[src/hw/ces_pkg.sv]
// Constants, vector numbers and state type for the exception sequencer
package ces_pkg;
  localparam logic [7:0] VEC_POR_PC = 8'h00;
  localparam logic [7:0] VEC_POR_SP = 8'h01;
  localparam logic [7:0] VEC_MR_PC = 8'h02;
  localparam logic [7:0] VEC_MR_SP = 8'h03;
  localparam logic [7:0] VEC_GEN_ILL = 8'h04;
  localparam logic [7:0] VEC_SLOT_ILL = 8'h06;
  localparam logic [7:0] VEC_CPU_AE = 8'h09;
  localparam logic [7:0] VEC_DMA_AE = 8'h0a;
  localparam logic [7:0] VEC_NMI = 8'h0b;
  localparam logic [7:0] VEC_UBRK = 8'h0c;
  localparam logic [31:0] ADDR_POR_PC = 32'h0000_0000;
  localparam logic [31:0] ADDR_POR_SP = 32'h0000_0004;
  localparam logic [31:0] ADDR_MR_PC = 32'h0000_0008;
  localparam logic [31:0] ADDR_MR_SP = 32'h0000_000c;
  localparam logic [31:0] VBR_RESET = 32'h0000_0000;
  localparam logic [3:0] MASK_MAX = 4'hf;
  localparam logic [31:0] WORD_BYTES = 32'h0000_0004;
  localparam logic [31:0] FRAME_BYTES = 32'h0000_0008;
  // Source index in the grant vector, 0 is most urgent
  localparam int SRC_CPU_AE = 0;
  localparam int SRC_DMA_AE = 1;
  localparam int SRC_NMI = 2;
  localparam int SRC_UBRK = 3;
  localparam int SRC_EXT = 4;
  localparam int SRC_PER = 5;
  localparam int SRC_INS = 6;
  localparam int NSRC = 7;
  // Instruction class codes from the decoder
  localparam logic [3:0] OP_OTHER = 4'h0;
  localparam logic [3:0] OP_UNDEF = 4'h1;
  localparam logic [3:0] OP_JUMP = 4'h2;
  localparam logic [3:0] OP_JUMP_SUB = 4'h3;
  localparam logic [3:0] OP_REL_JUMP = 4'h4;
  localparam logic [3:0] OP_REL_CALL = 4'h5;
  localparam logic [3:0] OP_CALL_RET = 4'h6;
  localparam logic [3:0] OP_EXC_RET = 4'h7;
  localparam logic [3:0] OP_DSKIP_F = 4'h8;
  localparam logic [3:0] OP_DSKIP_T = 4'h9;
  localparam logic [3:0] OP_FAR_CALL = 4'ha;
  localparam logic [3:0] OP_FAR_JUMP = 4'hb;
  localparam logic [3:0] OP_SKIP_T = 4'hc;
  localparam logic [3:0] OP_SKIP_F = 4'hd;
  localparam logic [3:0] OP_TRAP = 4'he;
  typedef enum logic [2:0] {
    S_HOLD, S_IDLE, S_RV_PC, S_RV_SP, S_PUSH_SR, S_PUSH_PC, S_VEC
  } ces_state_t;
  function automatic logic [31:0] vec_addr(input logic [31:0] base,
                                           input logic [7:0] vec);
    vec_addr = base + {22'h0, vec, 2'b00};
  endfunction : vec_addr
endpackage : ces_pkg

[src/hw/ces_op_class.sv]
// Opcode classifier: delayed branch, PC-modifying, undefined, trap
`timescale 1ns/1ps
`default_nettype none
module ces_op_class (
  input wire logic sys_clk, // Clock, for checks only
  input wire logic rst_n, // Synchronised reset
  input wire logic [3:0] op_code, // Decoded class code
  output logic is_delayed, // Opens a delay slot
  output logic is_pc_mod, // Forbidden in a delay slot
  output logic is_undef, // Undefined code
  output logic is_trap // Software trap
);
  assign is_delayed = (op_code == ces_pkg::OP_JUMP) ||
    (op_code == ces_pkg::OP_JUMP_SUB) || (op_code == ces_pkg::OP_REL_JUMP) ||
    (op_code == ces_pkg::OP_REL_CALL) || (op_code == ces_pkg::OP_CALL_RET) ||
    (op_code == ces_pkg::OP_EXC_RET) || (op_code == ces_pkg::OP_DSKIP_F) ||
    (op_code == ces_pkg::OP_DSKIP_T) || (op_code == ces_pkg::OP_FAR_CALL) ||
    (op_code == ces_pkg::OP_FAR_JUMP);
  assign is_pc_mod = is_delayed || (op_code == ces_pkg::OP_SKIP_T) ||
    (op_code == ces_pkg::OP_SKIP_F) || (op_code == ces_pkg::OP_TRAP);
  assign is_undef = (op_code == ces_pkg::OP_UNDEF);
  assign is_trap = (op_code == ces_pkg::OP_TRAP);

  chk_delay_pcmod: assert property (@(posedge sys_clk) disable iff (!rst_n)
    is_delayed |-> is_pc_mod) else $error("delayed branch not PC-modifying");
  chk_skip_nodelay: assert property (@(posedge sys_clk) disable iff (!rst_n)
    (op_code == ces_pkg::OP_SKIP_T) |-> (is_pc_mod && !is_delayed))
    else $error("plain skip opens a delay slot");
endmodule : ces_op_class
`default_nettype wire

[src/hw/ces_prio_pick.sv]
// Fixed-priority pick among pending non-reset sources
`timescale 1ns/1ps
`default_nettype none
module ces_prio_pick (
  input wire logic sys_clk, // Clock, for checks only
  input wire logic rst_n, // Synchronised reset
  input wire logic [6:0] req, // Pending sources, bit 0 most urgent
  output logic [6:0] grant, // One-hot winner
  output logic any // Some source pending
);
  logic [6:0] lower_req;
  assign lower_req = req - 7'h01;
  assign grant = req & ~lower_req;
  assign any = |req;

  chk_prio_win: assert property (@(posedge sys_clk) disable iff (!rst_n)
    (req[0] |-> grant == 7'h01) and
    ((req[2] && !req[1] && !req[0]) |-> grant == 7'h04))
    else $error("priority order broken");
endmodule : ces_prio_pick
`default_nettype wire

[src/hw/ces_sequencer.sv]
// Exception acceptance and entry sequencer of the CPU
`timescale 1ns/1ps
`default_nettype none
module ces_sequencer (
  input wire logic sys_clk, // CPU clock
  input wire logic rst_b, // Async reset, active low
  input wire logic cold_init_pin_n, // Power-on reset pin
  input wire logic warm_init_pin_n, // Manual reset pin
  input wire logic cpu_addr_err, // CPU address error pulse
  input wire logic dma_addr_err, // DMA address error pulse
  input wire logic nmi_req, // Nonmaskable request level
  input wire logic ubrk_req, // User break request level
  input wire logic ext_req, // External interrupt level
  input wire logic [3:0] ext_level, // Its priority
  input wire logic [7:0] ext_vec, // Its vector number
  input wire logic per_req, // Peripheral interrupt level
  input wire logic [3:0] per_level, // Its priority
  input wire logic [7:0] per_vec, // Its vector number
  input wire logic decode_valid, // Instruction decoded this cycle
  input wire logic [3:0] decode_op, // Its class code
  input wire logic [7:0] trap_imm, // Trap vector number
  input wire logic insn_done, // Executing instruction completes
  input wire logic [31:0] flags_word, // processor_flags_word to save
  input wire logic [31:0] pc_save, // Return PC to save
  input wire logic [31:0] stack_reg_fifteen, // Current stack pointer
  input wire logic mask_wr, // Software write of the mask
  input wire logic [3:0] mask_wr_level, // Mask value written
  output logic mem_req, // Memory access request
  output logic mem_we, // Write when high
  output logic [31:0] mem_addr, // Byte address
  output logic [31:0] mem_wdata, // Write data
  input wire logic mem_ack, // Access done
  input wire logic [31:0] mem_rdata, // Read data with ack
  output logic exc_busy, // Pipeline stall while sequencing
  output logic [6:0] src_ack, // Acceptance pulse per source
  output logic pc_load, // Load pc_value pulse
  output logic [31:0] pc_value, // New PC
  output logic sp_load, // Load sp_value pulse
  output logic [31:0] sp_value, // New stack pointer
  output logic [31:0] vector_table_base, // Vector base
  output logic [3:0] interrupt_level_mask, // Interrupt mask
  output logic cpu_init, // CPU state init pulse
  output logic periph_init // Peripheral init pulse
);
  logic rst_s1_reg, rst_n;
  ces_pkg::ces_state_t state_reg, state_next;
  logic cold_prev_reg, warm_prev_reg, por_mode_reg, slot_reg;
  logic cpu_pend_reg, dma_pend_reg, ins_pend_reg;
  logic [7:0] ins_vec_reg, exc_vec_reg;
  logic is_intr_reg;
  logic [3:0] new_mask_reg;
  logic [31:0] sp_base_reg, pc_fetch_reg, pc_hold_reg;
  logic [31:0] mem_addr_reg, mem_addr_next, mem_wdata_reg, mem_wdata_next;
  logic mem_we_reg, mem_we_next;
  logic pc_load_reg, sp_load_reg, cpu_init_reg, periph_init_reg;
  logic [31:0] pc_value_reg, sp_value_reg, vbr_reg;
  logic [3:0] mask_reg;

  // Reset release through two flops
  always_ff @(posedge sys_clk or negedge rst_b) begin
    if (!rst_b) begin
      rst_s1_reg <= 1'b0;
      rst_n <= 1'b0;
    end else begin
      rst_s1_reg <= 1'b1;
      rst_n <= rst_s1_reg;
    end
  end

  logic is_delayed, is_pc_mod, is_undef, is_trap;
  ces_op_class u_op (
    .sys_clk(sys_clk),
    .rst_n(rst_n),
    .op_code(decode_op),
    .is_delayed(is_delayed),
    .is_pc_mod(is_pc_mod),
    .is_undef(is_undef),
    .is_trap(is_trap)
  );

  // Reset pin edges
  logic por_start, mr_start, reset_hold, reset_start;
  assign por_start = !cold_prev_reg && cold_init_pin_n;
  assign mr_start = cold_prev_reg && cold_init_pin_n &&
    !warm_prev_reg && warm_init_pin_n;
  assign reset_hold = !cold_init_pin_n || !warm_init_pin_n;
  assign reset_start = por_start || mr_start;

  // Instruction exceptions latched at decode
  logic slot_bad, gen_bad, ins_hit;
  logic [7:0] ins_vec_hit;
  assign slot_bad = slot_reg && (is_undef || is_pc_mod);
  assign gen_bad = !slot_reg && is_undef;
  assign ins_hit = decode_valid && (slot_bad || gen_bad || is_trap);
  assign ins_vec_hit = slot_bad ? ces_pkg::VEC_SLOT_ILL :
    gen_bad ? ces_pkg::VEC_GEN_ILL : trap_imm;

  // Maskable interrupts must beat the current mask
  logic ext_ok, per_ok;
  assign ext_ok = ext_req && (ext_level > mask_reg);
  assign per_ok = per_req && (per_level > mask_reg);
  logic [6:0] req, grant;
  logic any;
  assign req = {ins_pend_reg, per_ok, ext_ok, ubrk_req, nmi_req,
                dma_pend_reg, cpu_pend_reg};
  ces_prio_pick u_prio (
    .sys_clk(sys_clk),
    .rst_n(rst_n),
    .req(req),
    .grant(grant),
    .any(any)
  );

  // Entry only at an instruction boundary
  logic take;
  assign take = (state_reg == ces_pkg::S_IDLE) && insn_done && any &&
    !reset_start && !reset_hold;
  assign src_ack = take ? grant : 7'h00;
  logic [7:0] take_vec;
  logic [3:0] take_mask;
  assign take_vec = grant[ces_pkg::SRC_CPU_AE] ? ces_pkg::VEC_CPU_AE :
    grant[ces_pkg::SRC_DMA_AE] ? ces_pkg::VEC_DMA_AE :
    grant[ces_pkg::SRC_NMI] ? ces_pkg::VEC_NMI :
    grant[ces_pkg::SRC_UBRK] ? ces_pkg::VEC_UBRK :
    grant[ces_pkg::SRC_EXT] ? ext_vec :
    grant[ces_pkg::SRC_PER] ? per_vec : ins_vec_reg;
  assign take_mask = grant[ces_pkg::SRC_EXT] ? ext_level :
    grant[ces_pkg::SRC_PER] ? per_level : ces_pkg::MASK_MAX;

  logic [31:0] rst_pc_addr, rst_sp_addr;
  assign rst_pc_addr = ces_pkg::vec_addr(ces_pkg::VBR_RESET,
    por_start ? ces_pkg::VEC_POR_PC : ces_pkg::VEC_MR_PC);
  assign rst_sp_addr = ces_pkg::vec_addr(ces_pkg::VBR_RESET,
    por_mode_reg ? ces_pkg::VEC_POR_SP : ces_pkg::VEC_MR_SP);
  // Sequencer; a reset pin aborts any entry in progress
  always_comb begin
    state_next = state_reg;
    mem_addr_next = mem_addr_reg;
    mem_wdata_next = mem_wdata_reg;
    mem_we_next = mem_we_reg;
    if (reset_start) begin
      state_next = ces_pkg::S_RV_PC;
      mem_addr_next = rst_pc_addr;
      mem_we_next = 1'b0;
    end else if (reset_hold) begin
      state_next = ces_pkg::S_HOLD;
    end else begin
      unique case (state_reg)
        ces_pkg::S_HOLD: state_next = ces_pkg::S_HOLD;
        ces_pkg::S_IDLE: if (take) begin
          state_next = ces_pkg::S_PUSH_SR;
          mem_addr_next = stack_reg_fifteen - ces_pkg::WORD_BYTES;
          mem_wdata_next = flags_word;
          mem_we_next = 1'b1;
        end
        ces_pkg::S_RV_PC: if (mem_ack) begin
          state_next = ces_pkg::S_RV_SP;
          mem_addr_next = rst_sp_addr;
        end
        ces_pkg::S_RV_SP: if (mem_ack) state_next = ces_pkg::S_IDLE;
        ces_pkg::S_PUSH_SR: if (mem_ack) begin
          state_next = ces_pkg::S_PUSH_PC;
          mem_addr_next = sp_base_reg - ces_pkg::FRAME_BYTES;
          mem_wdata_next = pc_hold_reg;
        end
        ces_pkg::S_PUSH_PC: if (mem_ack) begin
          state_next = ces_pkg::S_VEC;
          mem_addr_next = ces_pkg::vec_addr(vbr_reg, exc_vec_reg);
          mem_we_next = 1'b0;
        end
        ces_pkg::S_VEC: if (mem_ack) state_next = ces_pkg::S_IDLE;
      endcase
    end
  end

  logic rd_done_rst, rd_done_vec;
  assign rd_done_rst = (state_reg == ces_pkg::S_RV_SP) && mem_ack &&
    !reset_start && !reset_hold;
  assign rd_done_vec = (state_reg == ces_pkg::S_VEC) && mem_ack &&
    !reset_start && !reset_hold;

  always_ff @(posedge sys_clk or negedge rst_n) begin
    if (!rst_n) begin
      state_reg <= ces_pkg::S_HOLD;
      cold_prev_reg <= 1'b0;
      warm_prev_reg <= 1'b0;
      por_mode_reg <= 1'b0;
      mem_addr_reg <= 32'h0;
      mem_wdata_reg <= 32'h0;
      mem_we_reg <= 1'b0;
    end else begin
      state_reg <= state_next;
      cold_prev_reg <= cold_init_pin_n;
      warm_prev_reg <= warm_init_pin_n;
      if (reset_start) por_mode_reg <= por_start;
      mem_addr_reg <= mem_addr_next;
      mem_wdata_reg <= mem_wdata_next;
      mem_we_reg <= mem_we_next;
    end
  end

  // Pending flags; a new event wins over the clear of its acceptance
  always_ff @(posedge sys_clk or negedge rst_n) begin
    if (!rst_n) begin
      cpu_pend_reg <= 1'b0;
      dma_pend_reg <= 1'b0;
      ins_pend_reg <= 1'b0;
      ins_vec_reg <= 8'h00;
      slot_reg <= 1'b0;
    end else begin
      cpu_pend_reg <= cpu_addr_err || (cpu_pend_reg && !src_ack[0]);
      dma_pend_reg <= dma_addr_err || (dma_pend_reg && !src_ack[1]);
      if (ins_hit && (!ins_pend_reg || src_ack[6])) begin
        ins_pend_reg <= 1'b1;
        ins_vec_reg <= ins_vec_hit;
      end else if (src_ack[6]) begin
        ins_pend_reg <= 1'b0;
      end
      if (decode_valid) slot_reg <= is_delayed;
    end
  end

  // Entry context and results
  always_ff @(posedge sys_clk or negedge rst_n) begin
    if (!rst_n) begin
      exc_vec_reg <= 8'h00;
      is_intr_reg <= 1'b0;
      new_mask_reg <= 4'h0;
      sp_base_reg <= 32'h0;
      pc_hold_reg <= 32'h0;
      pc_fetch_reg <= 32'h0;
      pc_load_reg <= 1'b0;
      sp_load_reg <= 1'b0;
      pc_value_reg <= 32'h0;
      sp_value_reg <= 32'h0;
      vbr_reg <= ces_pkg::VBR_RESET;
      mask_reg <= ces_pkg::MASK_MAX;
      cpu_init_reg <= 1'b0;
      periph_init_reg <= 1'b0;
    end else begin
      cpu_init_reg <= reset_start;
      periph_init_reg <= por_start;
      pc_load_reg <= rd_done_rst || rd_done_vec;
      sp_load_reg <= rd_done_rst || rd_done_vec;
      if (take) begin
        exc_vec_reg <= take_vec;
        is_intr_reg <= |grant[ces_pkg::SRC_PER:ces_pkg::SRC_NMI];
        new_mask_reg <= take_mask;
        sp_base_reg <= stack_reg_fifteen;
        pc_hold_reg <= pc_save;
      end
      if ((state_reg == ces_pkg::S_RV_PC) && mem_ack) pc_fetch_reg <= mem_rdata;
      if (mask_wr) mask_reg <= mask_wr_level; // Reset completion and interrupt entry below win
      if (rd_done_rst) begin
        pc_value_reg <= pc_fetch_reg;
        sp_value_reg <= mem_rdata;
        vbr_reg <= ces_pkg::VBR_RESET;
        mask_reg <= ces_pkg::MASK_MAX;
      end
      if (rd_done_vec) begin
        pc_value_reg <= mem_rdata;
        sp_value_reg <= sp_base_reg - ces_pkg::FRAME_BYTES;
        if (is_intr_reg) mask_reg <= new_mask_reg;
      end
    end
  end

  assign mem_req = (state_reg != ces_pkg::S_HOLD) &&
    (state_reg != ces_pkg::S_IDLE);
  assign mem_we = mem_we_reg;
  assign mem_addr = mem_addr_reg;
  assign mem_wdata = mem_wdata_reg;
  assign exc_busy = state_reg != ces_pkg::S_IDLE;
  assign pc_load = pc_load_reg;
  assign pc_value = pc_value_reg;
  assign sp_load = sp_load_reg;
  assign sp_value = sp_value_reg;
  assign vector_table_base = vbr_reg;
  assign interrupt_level_mask = mask_reg;
  assign cpu_init = cpu_init_reg;
  assign periph_init = periph_init_reg;

  chk_por_fetch: assert property (@(posedge sys_clk) disable iff (!rst_n)
    por_start |=> (state_reg == ces_pkg::S_RV_PC) &&
      (mem_addr_reg == ces_pkg::ADDR_POR_PC) && periph_init_reg)
    else $error("power-on reset entry wrong");
  chk_mr_fetch: assert property (@(posedge sys_clk) disable iff (!rst_n)
    (mr_start && !por_start) |=> (mem_addr_reg == ces_pkg::ADDR_MR_PC) &&
      cpu_init_reg && !periph_init_reg)
    else $error("manual reset entry wrong");
  chk_sp_fetch: assert property (@(posedge sys_clk) disable iff (!rst_n)
    (state_reg == ces_pkg::S_RV_SP) |-> (mem_addr_reg == (por_mode_reg ?
      ces_pkg::ADDR_POR_SP : ces_pkg::ADDR_MR_SP)))
    else $error("stack vector address wrong");
  chk_reset_finish: assert property (@(posedge sys_clk) disable iff (!rst_n)
    rd_done_rst |=> pc_load_reg && (vbr_reg == ces_pkg::VBR_RESET) &&
      (mask_reg == ces_pkg::MASK_MAX) && (pc_value_reg == $past(pc_fetch_reg)))
    else $error("reset completion wrong");
  chk_entry_boundary: assert property (@(posedge sys_clk) disable iff (!rst_n)
    ((state_reg == ces_pkg::S_IDLE) && (state_next == ces_pkg::S_PUSH_SR))
      |-> insn_done) else $error("entry off the boundary");
  chk_push_frame: assert property (@(posedge sys_clk) disable iff (!rst_n)
    (state_reg == ces_pkg::S_PUSH_PC) |-> mem_we_reg &&
      (mem_addr_reg == sp_base_reg - ces_pkg::FRAME_BYTES) &&
      (mem_wdata_reg == pc_hold_reg)) else $error("PC push wrong");
  chk_vec_base: assert property (@(posedge sys_clk) disable iff (!rst_n)
    (state_reg == ces_pkg::S_VEC) |-> !mem_we_reg &&
      (mem_addr_reg == ces_pkg::vec_addr(vbr_reg, exc_vec_reg)))
    else $error("vector address wrong");
  chk_slot_ill: assert property (@(posedge sys_clk) disable iff (!rst_n)
    (decode_valid && slot_reg && is_undef && !ins_pend_reg) |=>
      ins_pend_reg && (ins_vec_reg == ces_pkg::VEC_SLOT_ILL))
    else $error("slot illegal missed");
  chk_gen_ill: assert property (@(posedge sys_clk) disable iff (!rst_n)
    (decode_valid && !slot_reg && is_undef && !ins_pend_reg) |=>
      ins_pend_reg && (ins_vec_reg == ces_pkg::VEC_GEN_ILL))
    else $error("general illegal missed");
  chk_pend_keep: assert property (@(posedge sys_clk) disable iff (!rst_n)
    (dma_pend_reg && !src_ack[1]) |=> dma_pend_reg)
    else $error("pending source dropped");
endmodule : ces_sequencer
`default_nettype wire

[config.mk]
export PLATFORM = sky130hd
export DESIGN_NAME = ces_sequencer
export DESIGN_NICKNAME = d
export VERILOG_FILES = /design/src/hw/ces_pkg.sv /design/src/hw/ces_op_class.sv /design/src/hw/ces_prio_pick.sv /design/src/hw/ces_sequencer.sv
export SDC_FILE = /design/constraint.sdc
export NUM_CORES = 1
export LEC_CHECK = 0
export ABC_AREA = 1
export BUFFER_PORTS_ARGS = -buffer_cell sky130_fd_sc_hd__clkbuf_2
export CORE_UTILIZATION = 40
export CTS_BUF_LIST = sky130_fd_sc_hd__clkbuf_2
export DETAILED_ROUTE_END_ITERATION = 10
export SYNTH_ARGS = -nofsm -noshare
export SYNTH_HDL_FRONTEND = slang
export SYNTH_HIERARCHICAL = 1
export SYNTH_SLANG_ARGS = --single-unit
[constraint.sdc]
create_clock -name sys_clk -period 12.8 [get_ports sys_clk]
set_input_delay 2.56 -clock sys_clk [delete_from_list [all_inputs] [get_ports sys_clk]]
set_output_delay 2.56 -clock sys_clk [all_outputs]
set_load 0.01 [all_outputs]
# After elaboration in Yosys (flattened, before gate mapping)
# Index checks and enable logic that the tools add are counted.
# Widths: inputs -> output; s select.
# classes
reduce_logical	69
n_eq_ne	33
addsub	3
bitwise_logic	4
order_cmp	2
n_mux	46
# ops
cell	n
$mux 32	12
$pmux 32 s4	1
$mux 8	8
$pmux 32 s2	1
$sub 32x3->32 const B	1
$sub 32x4->32 const B	1
$eq 4x4->1 const B	7
$logic_and 1x1->1	24
$mux 4	6
$logic_or 1x1->1	21
$mux 3	7
$pmux 3 s6	1
$eq 4x3->1 const B	4
$ne 4x4->1 const B	4
$ne 3x3->1 const B	4
$logic_not 1->1	10
$reduce_and 5->1	2
$eq 3x3->1 const B	3
$eq 4x2->1 const B	2
$gt 4x4->1	2
$and 7x7->7	1
$mux 7	1
$not 7->7	1
$reduce_or 7->1	1
other kinds (20)	32
# totals
output_inout_bits	178
elab_cells	183
ff_bits	265
inputBits	182

# Logic depth before layout (Yosys ltp)
# Gate-level depths: netlist (run 1).
# depth
ltp_word	20
mapped_depth	17
depth_no_buf	17

# Cells and area by module
# Netlist (run 1), hierarchy kept.
# modules_own_cells
module	instances	seq_area_each_um2	cells_each	area_each_um2
ces_sequencer	1	6636.4	1718	13560.5
ces_prio_pick	1	0.0	18	85.1
ces_op_class	1	0.0	13	50.0

# Worst setup path before layout (run 1)
# Ideal clock, no wire load.
# synth_path
path_kind	input to output
start	in per_level[2]
end	out src_ack[2]
t_required_ns	10.240
n_path_buf	2
arrival_ns	4.310
path_stages	13
slack_ns	5.930
path_cell_list	ha_1 > a21o_1 > a21oi_1 > o21ai_0 > o211a_1 > nor2_1 > nand4_1 > nand2_1 > nor2_1 > nand2_2 > buf_2 > buf_2 > nor2_1
# synth_via
elab_chain_len	7
# synth_rtl
element	line	rtl
start, declared	ces_sequencer.sv:17	input wire logic [3:0] per_level,
$gt 4x4->1	ces_sequencer.sv:101	assign per_ok = per_req && (per_level > mask_reg);
$logic_and 1x1->1	ces_sequencer.sv:101	
via per_ok	ces_sequencer.sv:99	logic ext_ok, per_ok;
$reduce_or 7->1	ces_prio_pick.sv:14	assign any = |req;
via any	ces_sequencer.sv:103	logic any;
$logic_and 1x1->1 (2 in series)	ces_sequencer.sv:116	assign take = (state_reg == ces_pkg::S_IDLE) && insn_done && any &&
$logic_and 1x1->1	ces_sequencer.sv:117	!reset_start && !reset_hold;
$mux 7	ces_sequencer.sv:118	assign src_ack = take ? grant : 7'h00;
end, declared	ces_sequencer.sv:35	output logic [6:0] src_ack,
# The timed path passes the listed nets, and every way through them passes these cells.

# Worst setup path in the final report (run 1)
# layout_path
start	in ext_level[1]
end	out src_ack[4]
# layout_rtl
element	line	rtl
start, declared	ces_sequencer.sv:14	input wire logic [3:0] ext_level,
$gt 4x4->1 *	ces_sequencer.sv:100	assign ext_ok = ext_req && (ext_level > mask_reg);
$logic_and 1x1->1 *	ces_sequencer.sv:100	
via ext_ok	ces_sequencer.sv:99	
$sub 7x1->7	ces_prio_pick.sv:12	assign lower_req = req - 7'h01;
$not 7->7	ces_prio_pick.sv:13	assign grant = req & ~lower_req;
$and 7x7->7 *	ces_prio_pick.sv:13	
via grant[4]	ces_sequencer.sv:102	logic [6:0] req, grant;
$mux 7 *	ces_sequencer.sv:118	
# Mark *: on every way through the listed nets, which the timed path passes. The rest lies on a longest branch.

==> flow_summary.ini, run 1 <==
[worst_setup_path]
worstPathArrival_ns = 4.99
end_kind = output pin
critPathLaunchType = input pin
crit_type = in2out
cp_max_fo = 13
reg2regPathDepth = 16
required_ns = 10.24

[timing]
fin_skew_ns = 0.0873
finalSetupViolations = 0
fin_crit_sh = 0.590
hold_slack_ns = 0.338
fin_crit_ns = 7.55
fmax_mhz = 132
tns_ns = 0
tightest_slew_ns = 1.07
relSlewSlack = 0.286
final-hold-violation-count = 0
fin_ws_ns = 5.25
slew_violations = 0
rsz0062_at_grt = no

[final_layout]
area_delta_synth_final_pct = 17.7
instances_no_fill = 2594
drive_gt1_frac = 0.242
seq_area_um2 = 6640
nFillCells = 3473
multi_input_area_um2 = 5760
fin_area_um2 = 16100
num-nets-final = 2279
fin_util = 0.479

[global_route]
antenna_found_initial = 4
grt_pass1_wl_mm = 67.5
grt_pass1_vias = 12300
overflow = 0
grtUsageTotal = 0.246
grt_max_degree = 90

[cts]
cts.clk_slew.worst_paths_ns = 0.10
cts_hold_buf = 0
ctsLongestPathBuffers = 3
cts_root_buffer = clkbuf_2
tritoncts = built
cts_made_buffers = 75
cts_sinks = 265
ctsResizeCount = 0
post_cts_buffers = 0
cts_max_level = 3
clk_latency_ns = 0.87

[yosys]
yosys.cell_count.top_type = nand2_1
syn_area_um2 = 13700
ys_seq_elements = 265
ys_types = 46
yosys_warnings = 6
postSynthCellCount = 1749
synth-edff-count = 0
synth_top_area_frac = 0.477
synth_commonest_cells = 499 x nand2_1, 261 x dfrtp_1, 191 x inv_1
async_flop_share = 1.00
yosys.area.top_type = dfrtp_1
ys_top_cells_by_area = dfrtp_1 48%, nand2_1 14%, o21ai_0 6.7%
syn_avg_cell_area_um2 = 7.83
ys_seq_area_frac = 0.485
synth_flop_cell = dfrtp_1

[routing]
ant_nets = 0
vias = 12800
vias_per_cell = 4.95
wl_per_cell_um = 16.6
drtIter0Drc = 930
wirelength_mm = 43.1
drcViolationCount = 0
dr.pass1.iters = 5

[die]
initial_core_util = 0.407
dieArea_um2 = 35000
io_pins = 360
die_w_um = 187
chipHeight_um = 187
core_area_um2 = 33600
rows = 67

[placement]
dp_hpwl_mm = 31.4
io_buffers = 327
dp.cells = 2458
dpl_cell_area_um2 = 15400
place_ws_ns = 5.26
gp_congestion = 0.913

[power]
cellPowerDensity_nw_per_um2 = 135
irDropWorstVdd_uv = 71.5
leakage_nw = 8.46
total_power_mw = 2.17

[worst_hold_path]
min_path_type = reg2async

[outcome]
status = finished clean

[job]
drv_cap = 0
## report_power, final
part           internal, mW  total (mW)  switching (mW)  leakage (nW)
logic                 0.180       0.479           0.299          4.77
clock network         0.256       0.620           0.364         0.528
registers             0.983        1.08          0.0931          3.16
## kinds of logic (layout without fill, tap and decap cells)
logic type | Yosys count | count (layout) | synth area share
and+or+nand+nor | 780 | 780 | 0.228
AOI/OAI and AO/OA | 351 | 351 | 0.152
buffers and inverters | 308 | 671 | 0.104
DFF | 265 | 265 | 0.485
xor gates and xnor gates | 32 | 32 | 0.0205
adders and majority gates | 10 | 10 | 0.00914
other | 2 | 36 | 0.000548
muxes | 1 | 1 | 0.000822
## cell type report
type                    instances  share of cell area
diodes                          3            0.000466
clock buffers                 114              0.0354
clock inverters                19             0.00652
inverters                     199              0.0465
multi-input cells            1207               0.357
flip-flops and latches        265               0.412
well taps                     448              0.0348
repair buffers                339               0.107
## final timing paths
| path | from | end | slack (ns) |
|---|---|---|---|
| worst max-delay path | ext_level[1] | src_ack[4] | 5.25 |
| worst min-delay path | rst_n | mem_wdata[27] | 0.34 |
| min in group sys_clk | rst_s1_reg | rst_n | 0.36 |
| worst max register to register | interrupt_level_mask[1] | exc_vec_reg[4] | 8.76 |
| worst min register to register | rst_n | mem_wdata[27] | 0.34 |
| max in group asynchronous | rst_n | sp_value[29] | 10.06 |
## layout by cell type, fill, tap and decap left out, types with 2 or more instances in the layout
master     count
clkinv_2       2
ha_1          10
o221ai_1       8
xnor2_1        5
clkinv_1      13
buf_4         12
nor4_1         2
a21oi_2       28
xor2_1        27
a21oi_1       46
nor2_1       172
inv_1        191
nor2_4         3
nand2_2        5
inv_2          9
o2111ai_1      5
clkbuf_2     441
o21ai_0      183
dfrtp_1      260
diode_2        3
nor2_2         5
a31oi_1        4
nand4_1        9
o21bai_1       3
nand3_1       70
nor3_1        12
nand2_1      498
conb_1        33
dfstp_2        4
a21o_1         2
o211ai_1      34
o22ai_1       31
## per-layer routing
metal,vias up,routed length [um],GRT usage
met2,498,18600,0.362
met1,6003,20200,0.349
met5,-,13,0
met4,2,956,0.0908
li1,6272,-,-
met3,59,3280,0.0619
## critical path, stage by stage
cell	delay [ns]
clkbuf_2	0.09
ha_1	0.29
inv_1	0.04
o21bai_1	0.12
nand3_1	0.08
a21oi_1	0.28
inv_1	0.10
nor2_1	0.67
inv_1	0.39
nor2_1	0.19
clkbuf_2	0.16
Power figures use the tool's default switching activity.
==> inputs of run 2 (changes only) <==
ABC_AREA = 0   (was 1)
clock period = 7.6 ns   (was 12.8 ns; I/O delays follow)
==> run 2 against run 1 <==
  * Final area is 4.1% lower
  * Flip-flop and latch count unchanged
  * Worst hold slack worse by 0.071 ns
==> flow_summary.ini, run 2 <==
[yosys]
yosys.cell_count.top_type = dfrtp_1
synth_top_area_frac = 0.503
postSynthCellCount = 1346
syn_area_um2 = 13000
synth_flop_cell = dfrtp_1
yosys_warnings = 6
ys_seq_elements = 265
ys_seq_area_frac = 0.511
synth_commonest_cells = 261 x dfrtp_1, 258 x nand2_1, 140 x nor2_1
ys_top_cells_by_area = dfrtp_1 50%, nand2_1 7.5%, nor2_1 4.0%
syn_avg_cell_area_um2 = 9.65
synth-edff-count = 0
async_flop_share = 1.00
yosys.area.top_type = dfrtp_1
ys_types = 80

[worst_setup_path]
end_kind = output pin
crit_type = in2out
critPathLaunchType = input pin
required_ns = 6.08
cp_max_fo = 38
worstPathArrival_ns = 3.92

[die]
die_w_um = 182
chipHeight_um = 182
io_pins = 360
dieArea_um2 = 33200
core_area_um2 = 31700
initial_core_util = 0.409
rows = 65

[global_route]
grt_pass1_wl_mm = 59.9
grtUsageTotal = 0.229
grt_max_degree = 79
overflow = 0
antenna_found_initial = 7
grt_pass1_vias = 11000

[timing]
tightest_slew_ns = 1.18
relSlewSlack = 0.208
fmax_mhz = 184
final-hold-violation-count = 0
slew_violations = 0
finalSetupViolations = 0
fin_crit_ns = 5.44
fin_skew_ns = 0.0761
fin_crit_sh = 0.716
tns_ns = 0
rsz0062_at_grt = no

[placement]
dp.cells = 2011
dp_hpwl_mm = 26.6
io_buffers = 327
gp_congestion = 0.895

[final_layout]
area_delta_synth_final_pct = 19.1
mostFrequentLayoutCells = 429 x clkbuf_2, 260 x dfrtp_1, 258 x nand2_1, 139 x nor2_1, 65 x a21oi_1
drive_gt1_frac = 0.308
final_common_cell = clkbuf_2
instances_no_fill = 2135
num-nets-final = 1876

[routing]
drtIter0Drc = 696
dr.pass1.iters = 6
vias_per_cell = 5.16
wl_per_cell_um = 17.7
wirelength_mm = 37.8
ant_nets = 0
drcViolationCount = 0
vias = 11000

[cts]
ctsLongestPathBuffers = 3
cts_made_buffers = 73
clk_latency_ns = 0.86
ctsResizeCount = 0
tritoncts = built
cts.clk_slew.worst_paths_ns = 0.10
cts_root_buffer = clkbuf_2
cts_max_level = 3
post_cts_buffers = 0
cts_sinks = 265
cts_hold_buf = 0

[outcome]
status = finished clean

[job]
drv_cap = 0

[power]
total_power_mw = 2.92
irDropWorstVdd_uv = 102
cellPowerDensity_nw_per_um2 = 189
leakage_nw = 7.81

[worst_hold_path]
min_path_type = reg2async
-- run 2: cell types whose count changed after synthesis, sizes merged, moves of 35 or more --
| cell | change |
|---|---|
| inv | -168 |
| mux2 | +37 |
| o21ai | -122 |
| a22oi | +35 |
| nor2 | -39 |
| nand3 | -60 |
| nand2 | -245 |
| mux2i | +52 |
-- run 2: layer usage --
metal | up-vias | wire (um) | global-route usage
met5 | - | 0 | 0
met1 | 5229 | 17100 | 0.306
met4 | 0 | 862 | 0.0904
li1 | 5307 | - | -
met3 | 62 | 2760 | 0.0607
met2 | 414 | 17100 | 0.352
-- run 2: cells by family after synthesis --
logic type,Yosys count,share of synthesized area
XOR/XNOR,48,0.0324
multiplexers,90,0.0736
buffers and inverters,141,0.0542
AO/OA/AOI/OAI,259,0.128
AND/OR/NAND/NOR,531,0.190
flip-flops,265,0.511
other,2,0.000578
adder cells (fa/ha/maj),10,0.00964
-- run 2: worst max-delay path: stages --
cell	delay, ns
clkbuf_2	0.09
ha_1	0.30
nor2b_1	0.13
o21ai_0	0.14
nand2b_1	0.08
a21oi_1	0.14
nor2_1	0.09
or4_1	0.59
nand4b_4	0.15
or3_4	0.44
nor2_1	0.07
clkbuf_2	0.14
-- run 2: final timing paths --
path | start | to | slack, ns | cells past startpoint
setup / recovery | ext_level[1] | src_ack[6] | 2.16 | 12
hold / removal | rst_n | mem_wdata[27] | 0.27 | 0
setup reg to reg | interrupt_level_mask[1] | mem_wdata[20] | 3.49 | 13
hold reg to reg | rst_n | mem_wdata[27] | 0.27 | 0
max in group asynchronous | rst_n | pc_fetch_reg[1] | 5.30 | 2
min in group sys_clk | rst_s1_reg | rst_n | 0.36 | 0
-- run 2: through the flow --
stage	worst slack [ns]	hold slack (ns)	cell area (um2)	util
after floorplan	2.39	0.331	13100	-
after global placement	2.15	0.295	14800	0.467
after detailed placement	2.17	0.295	14800	0.467
after CTS	2.14	0.290	15400	0.487
after global routing	1.92	0.307	15500	0.487
final	2.16	0.267	15500	0.488
-- run 2: cell type report --
class / count / area [um2]
fillers: 3143 / 16300
flip-flops and latches: 265 / 6640
repair buffers: 342 / 1750
clock buffers: 102 / 510
diodes: 7 / 17.5
multi-input cells: 971 / 5800
inverters: 31 / 116
clock inverters: 15 / 126
well taps: 402 / 503
-- run 2: power by group --
group	internal (mW)	switching (mW)
Clock	0.424	0.606
Sequential	1.49	0.0548
Combinational	0.155	0.184
==> inputs of run 3 (changes only) <==
ABC_AREA = 1   (was 0)
clock period = 5.6 ns   (was 7.6 ns; I/O delays follow)
==> run 3 against run 2 <==
  * Sequential share of layout area fell by 1.7 points
  * Setup slack got worse by 1.5 ns
  * Clock power rose by 31%
  * Total power rose by 68%
  * First-iteration DRC count rose by 42%
  * Clock-buffer cell count rose by 5
  * Final area rose by 4.2%
  * Critical endpoint is now src_ack[0]
==> flow_summary.ini, run 3 (synthesis gave the netlist of run 1 again) <==
[outcome]
status = finished clean

[cts]
ctsLongestPathBuffers = 3
cts_hold_buf = 1
cts.clk_slew.worst_paths_ns = 0.10
cts_root_buffer = clkbuf_2
tritoncts = built
ctsResizeCount = 0
cts_made_buffers = 73
post_cts_buffers = 0
cts_sinks = 265
clk_latency_ns = 0.87
cts_max_level = 3

[power]
p_comb_frac = 0.224
netSwitchingFraction = 0.346
share_seq_of_total_power = 0.501
leakage_nw = 8.45
clock_power_share = 0.275
p_int_mw = 3.21
irDropWorstVdd_uv = 132
p_sw_mw = 1.70
total_power_mw = 4.90
cellPowerDensity_nw_per_um2 = 304

[timing]
fin_crit_sh = 0.875
fin_crit_ns = 4.90
final-hold-violation-count = 0
relSlewSlack = 0.274
tns_ns = 0
finalSetupViolations = 0
fin_skew_ns = 0.0879
slew_violations = 0
rsz0062_at_grt = no
tightest_slew_ns = 1.09
fmax_mhz = 204

[worst_setup_path]
end_kind = output pin
required_ns = 4.48
cp_max_fo = 38
critPathLaunchType = flop
crit_type = reg2out
worstPathArrival_ns = 3.78

[final_layout]
area_delta_synth_final_pct = 17.6
final_common_cell = nand2_1
nFillCells = 3469
drive_gt1_frac = 0.241
num-nets-final = 2280
mostFrequentLayoutCells = 498 x nand2_1, 434 x clkbuf_2, 260 x dfrtp_1, 191 x inv_1, 183 x o21ai_0

[global_route]
overflow = 0
grt_max_degree = 113
grtUsageTotal = 0.244
antenna_found_initial = 3
grt_pass1_vias = 12200
grt_pass1_wl_mm = 66.5

[routing]
vias = 12900
wl_per_cell_um = 16.5
drcViolationCount = 0
drtIter0Drc = 991
ant_nets = 0
dr.pass1.iters = 8
vias_per_cell = 4.98
wirelength_mm = 42.6

[job]
drv_cap = 0

[die]
initial_core_util = 0.407
core_area_um2 = 33600
die_w_um = 187
dieArea_um2 = 35000
rows = 67
chipHeight_um = 187
io_pins = 360

[placement]
gp_congestion = 0.911
dp_hpwl_mm = 31.5
io_buffers = 327

[worst_hold_path]
min_path_type = reg2async
-- run 3: cell count changes in the layout (fill, tap and decap cells not counted), moves of 35 or more --
cell     change
a22oi_1     -35
inv_1      +162
mux2_2      -35
mux2i_1     -52
nand2_1    +240
nand3_1     +62
o21ai_0    +128
-- run 3: path summary, 6_finish.rpt --
path | startpoint | endpoint | slack, ns | cells past startpoint
max reg2reg | interrupt_level_mask[1] | sp_base_reg[21] | 1.58 | 15
max | interrupt_level_mask[2] | src_ack[0] | 0.70 | 13
min in group sys_clk | rst_s1_reg | rst_n | 0.36 | 0
min reg2reg | rst_n | exc_vec_reg[4] | 0.34 | 0
min | rst_n | exc_vec_reg[4] | 0.34 | 0
max in group asynchronous | rst_n | sp_base_reg[21] | 3.84 | 1
-- run 3: area by class of cell --
cell class                      instances  area, um2  area share
Antenna cell                            3       7.51    0.000466
Clock buffer                          107        536      0.0332
Clock inverter                         13       80.1     0.00497
Inverter                              199        749      0.0465
Multi-Input combinational cell       1207       5760       0.357
Sequential cell                       265       6640       0.412
Tap cell                              448        561      0.0348
Timing Repair Buffer                  342       1780       0.110
-- run 3: routing by layer --
layer,GRT usage,routed length [um],part of all wire,vias up
met4,0.0936,1130,0.027,0
met1,0.354,19600,0.46,5974
met3,0.0450,3330,0.078,77
met5,0,0,0,-
met2,0.359,18500,0.43,553
li1,-,-,-,6269
-- run 3: stage by stage --
step                      hold slack (ns)  instance area, um2   util  setup WS [ns]  instances
after floorplan                     0.331               13800      -           1.26       1780
after global placement              0.336               15500  0.460          0.990       2460
after detailed placement            0.336               15500  0.460          0.937       2460
after CTS                           0.302               16100  0.479          0.595       2581
after global routing                0.308               16100  0.479          0.408       2584
final                               0.338               16100  0.479          0.701       2584
-- run 3: power groups by stage --
stage | combinational (mW) | sequential [mW] | clock [mW]
after floorplan | 0.559 | 2.55 | 0
after detailed placement | 1.10 | 2.49 | 0
after global routing | 1.23 | 2.50 | 1.51
after CTS | 1.11 | 2.45 | 1.41
after global placement | 1.09 | 2.48 | 0
final | 1.10 | 2.46 | 1.35
-- run 3: critical path, cell delays in order, from the launching register on --
cell and delay [ns]:
dfstp_2 0.54, inv_1 0.09, ha_1 0.30, a21o_1 0.18, a21oi_1 0.10, o21ai_0 0.09, o211a_1 0.12, nor2_1 0.29
nand4_1 0.14, nand2_1 0.17, nor2_1 0.08, nand2_2 0.54, nor2_1 0.14, clkbuf_2 0.17
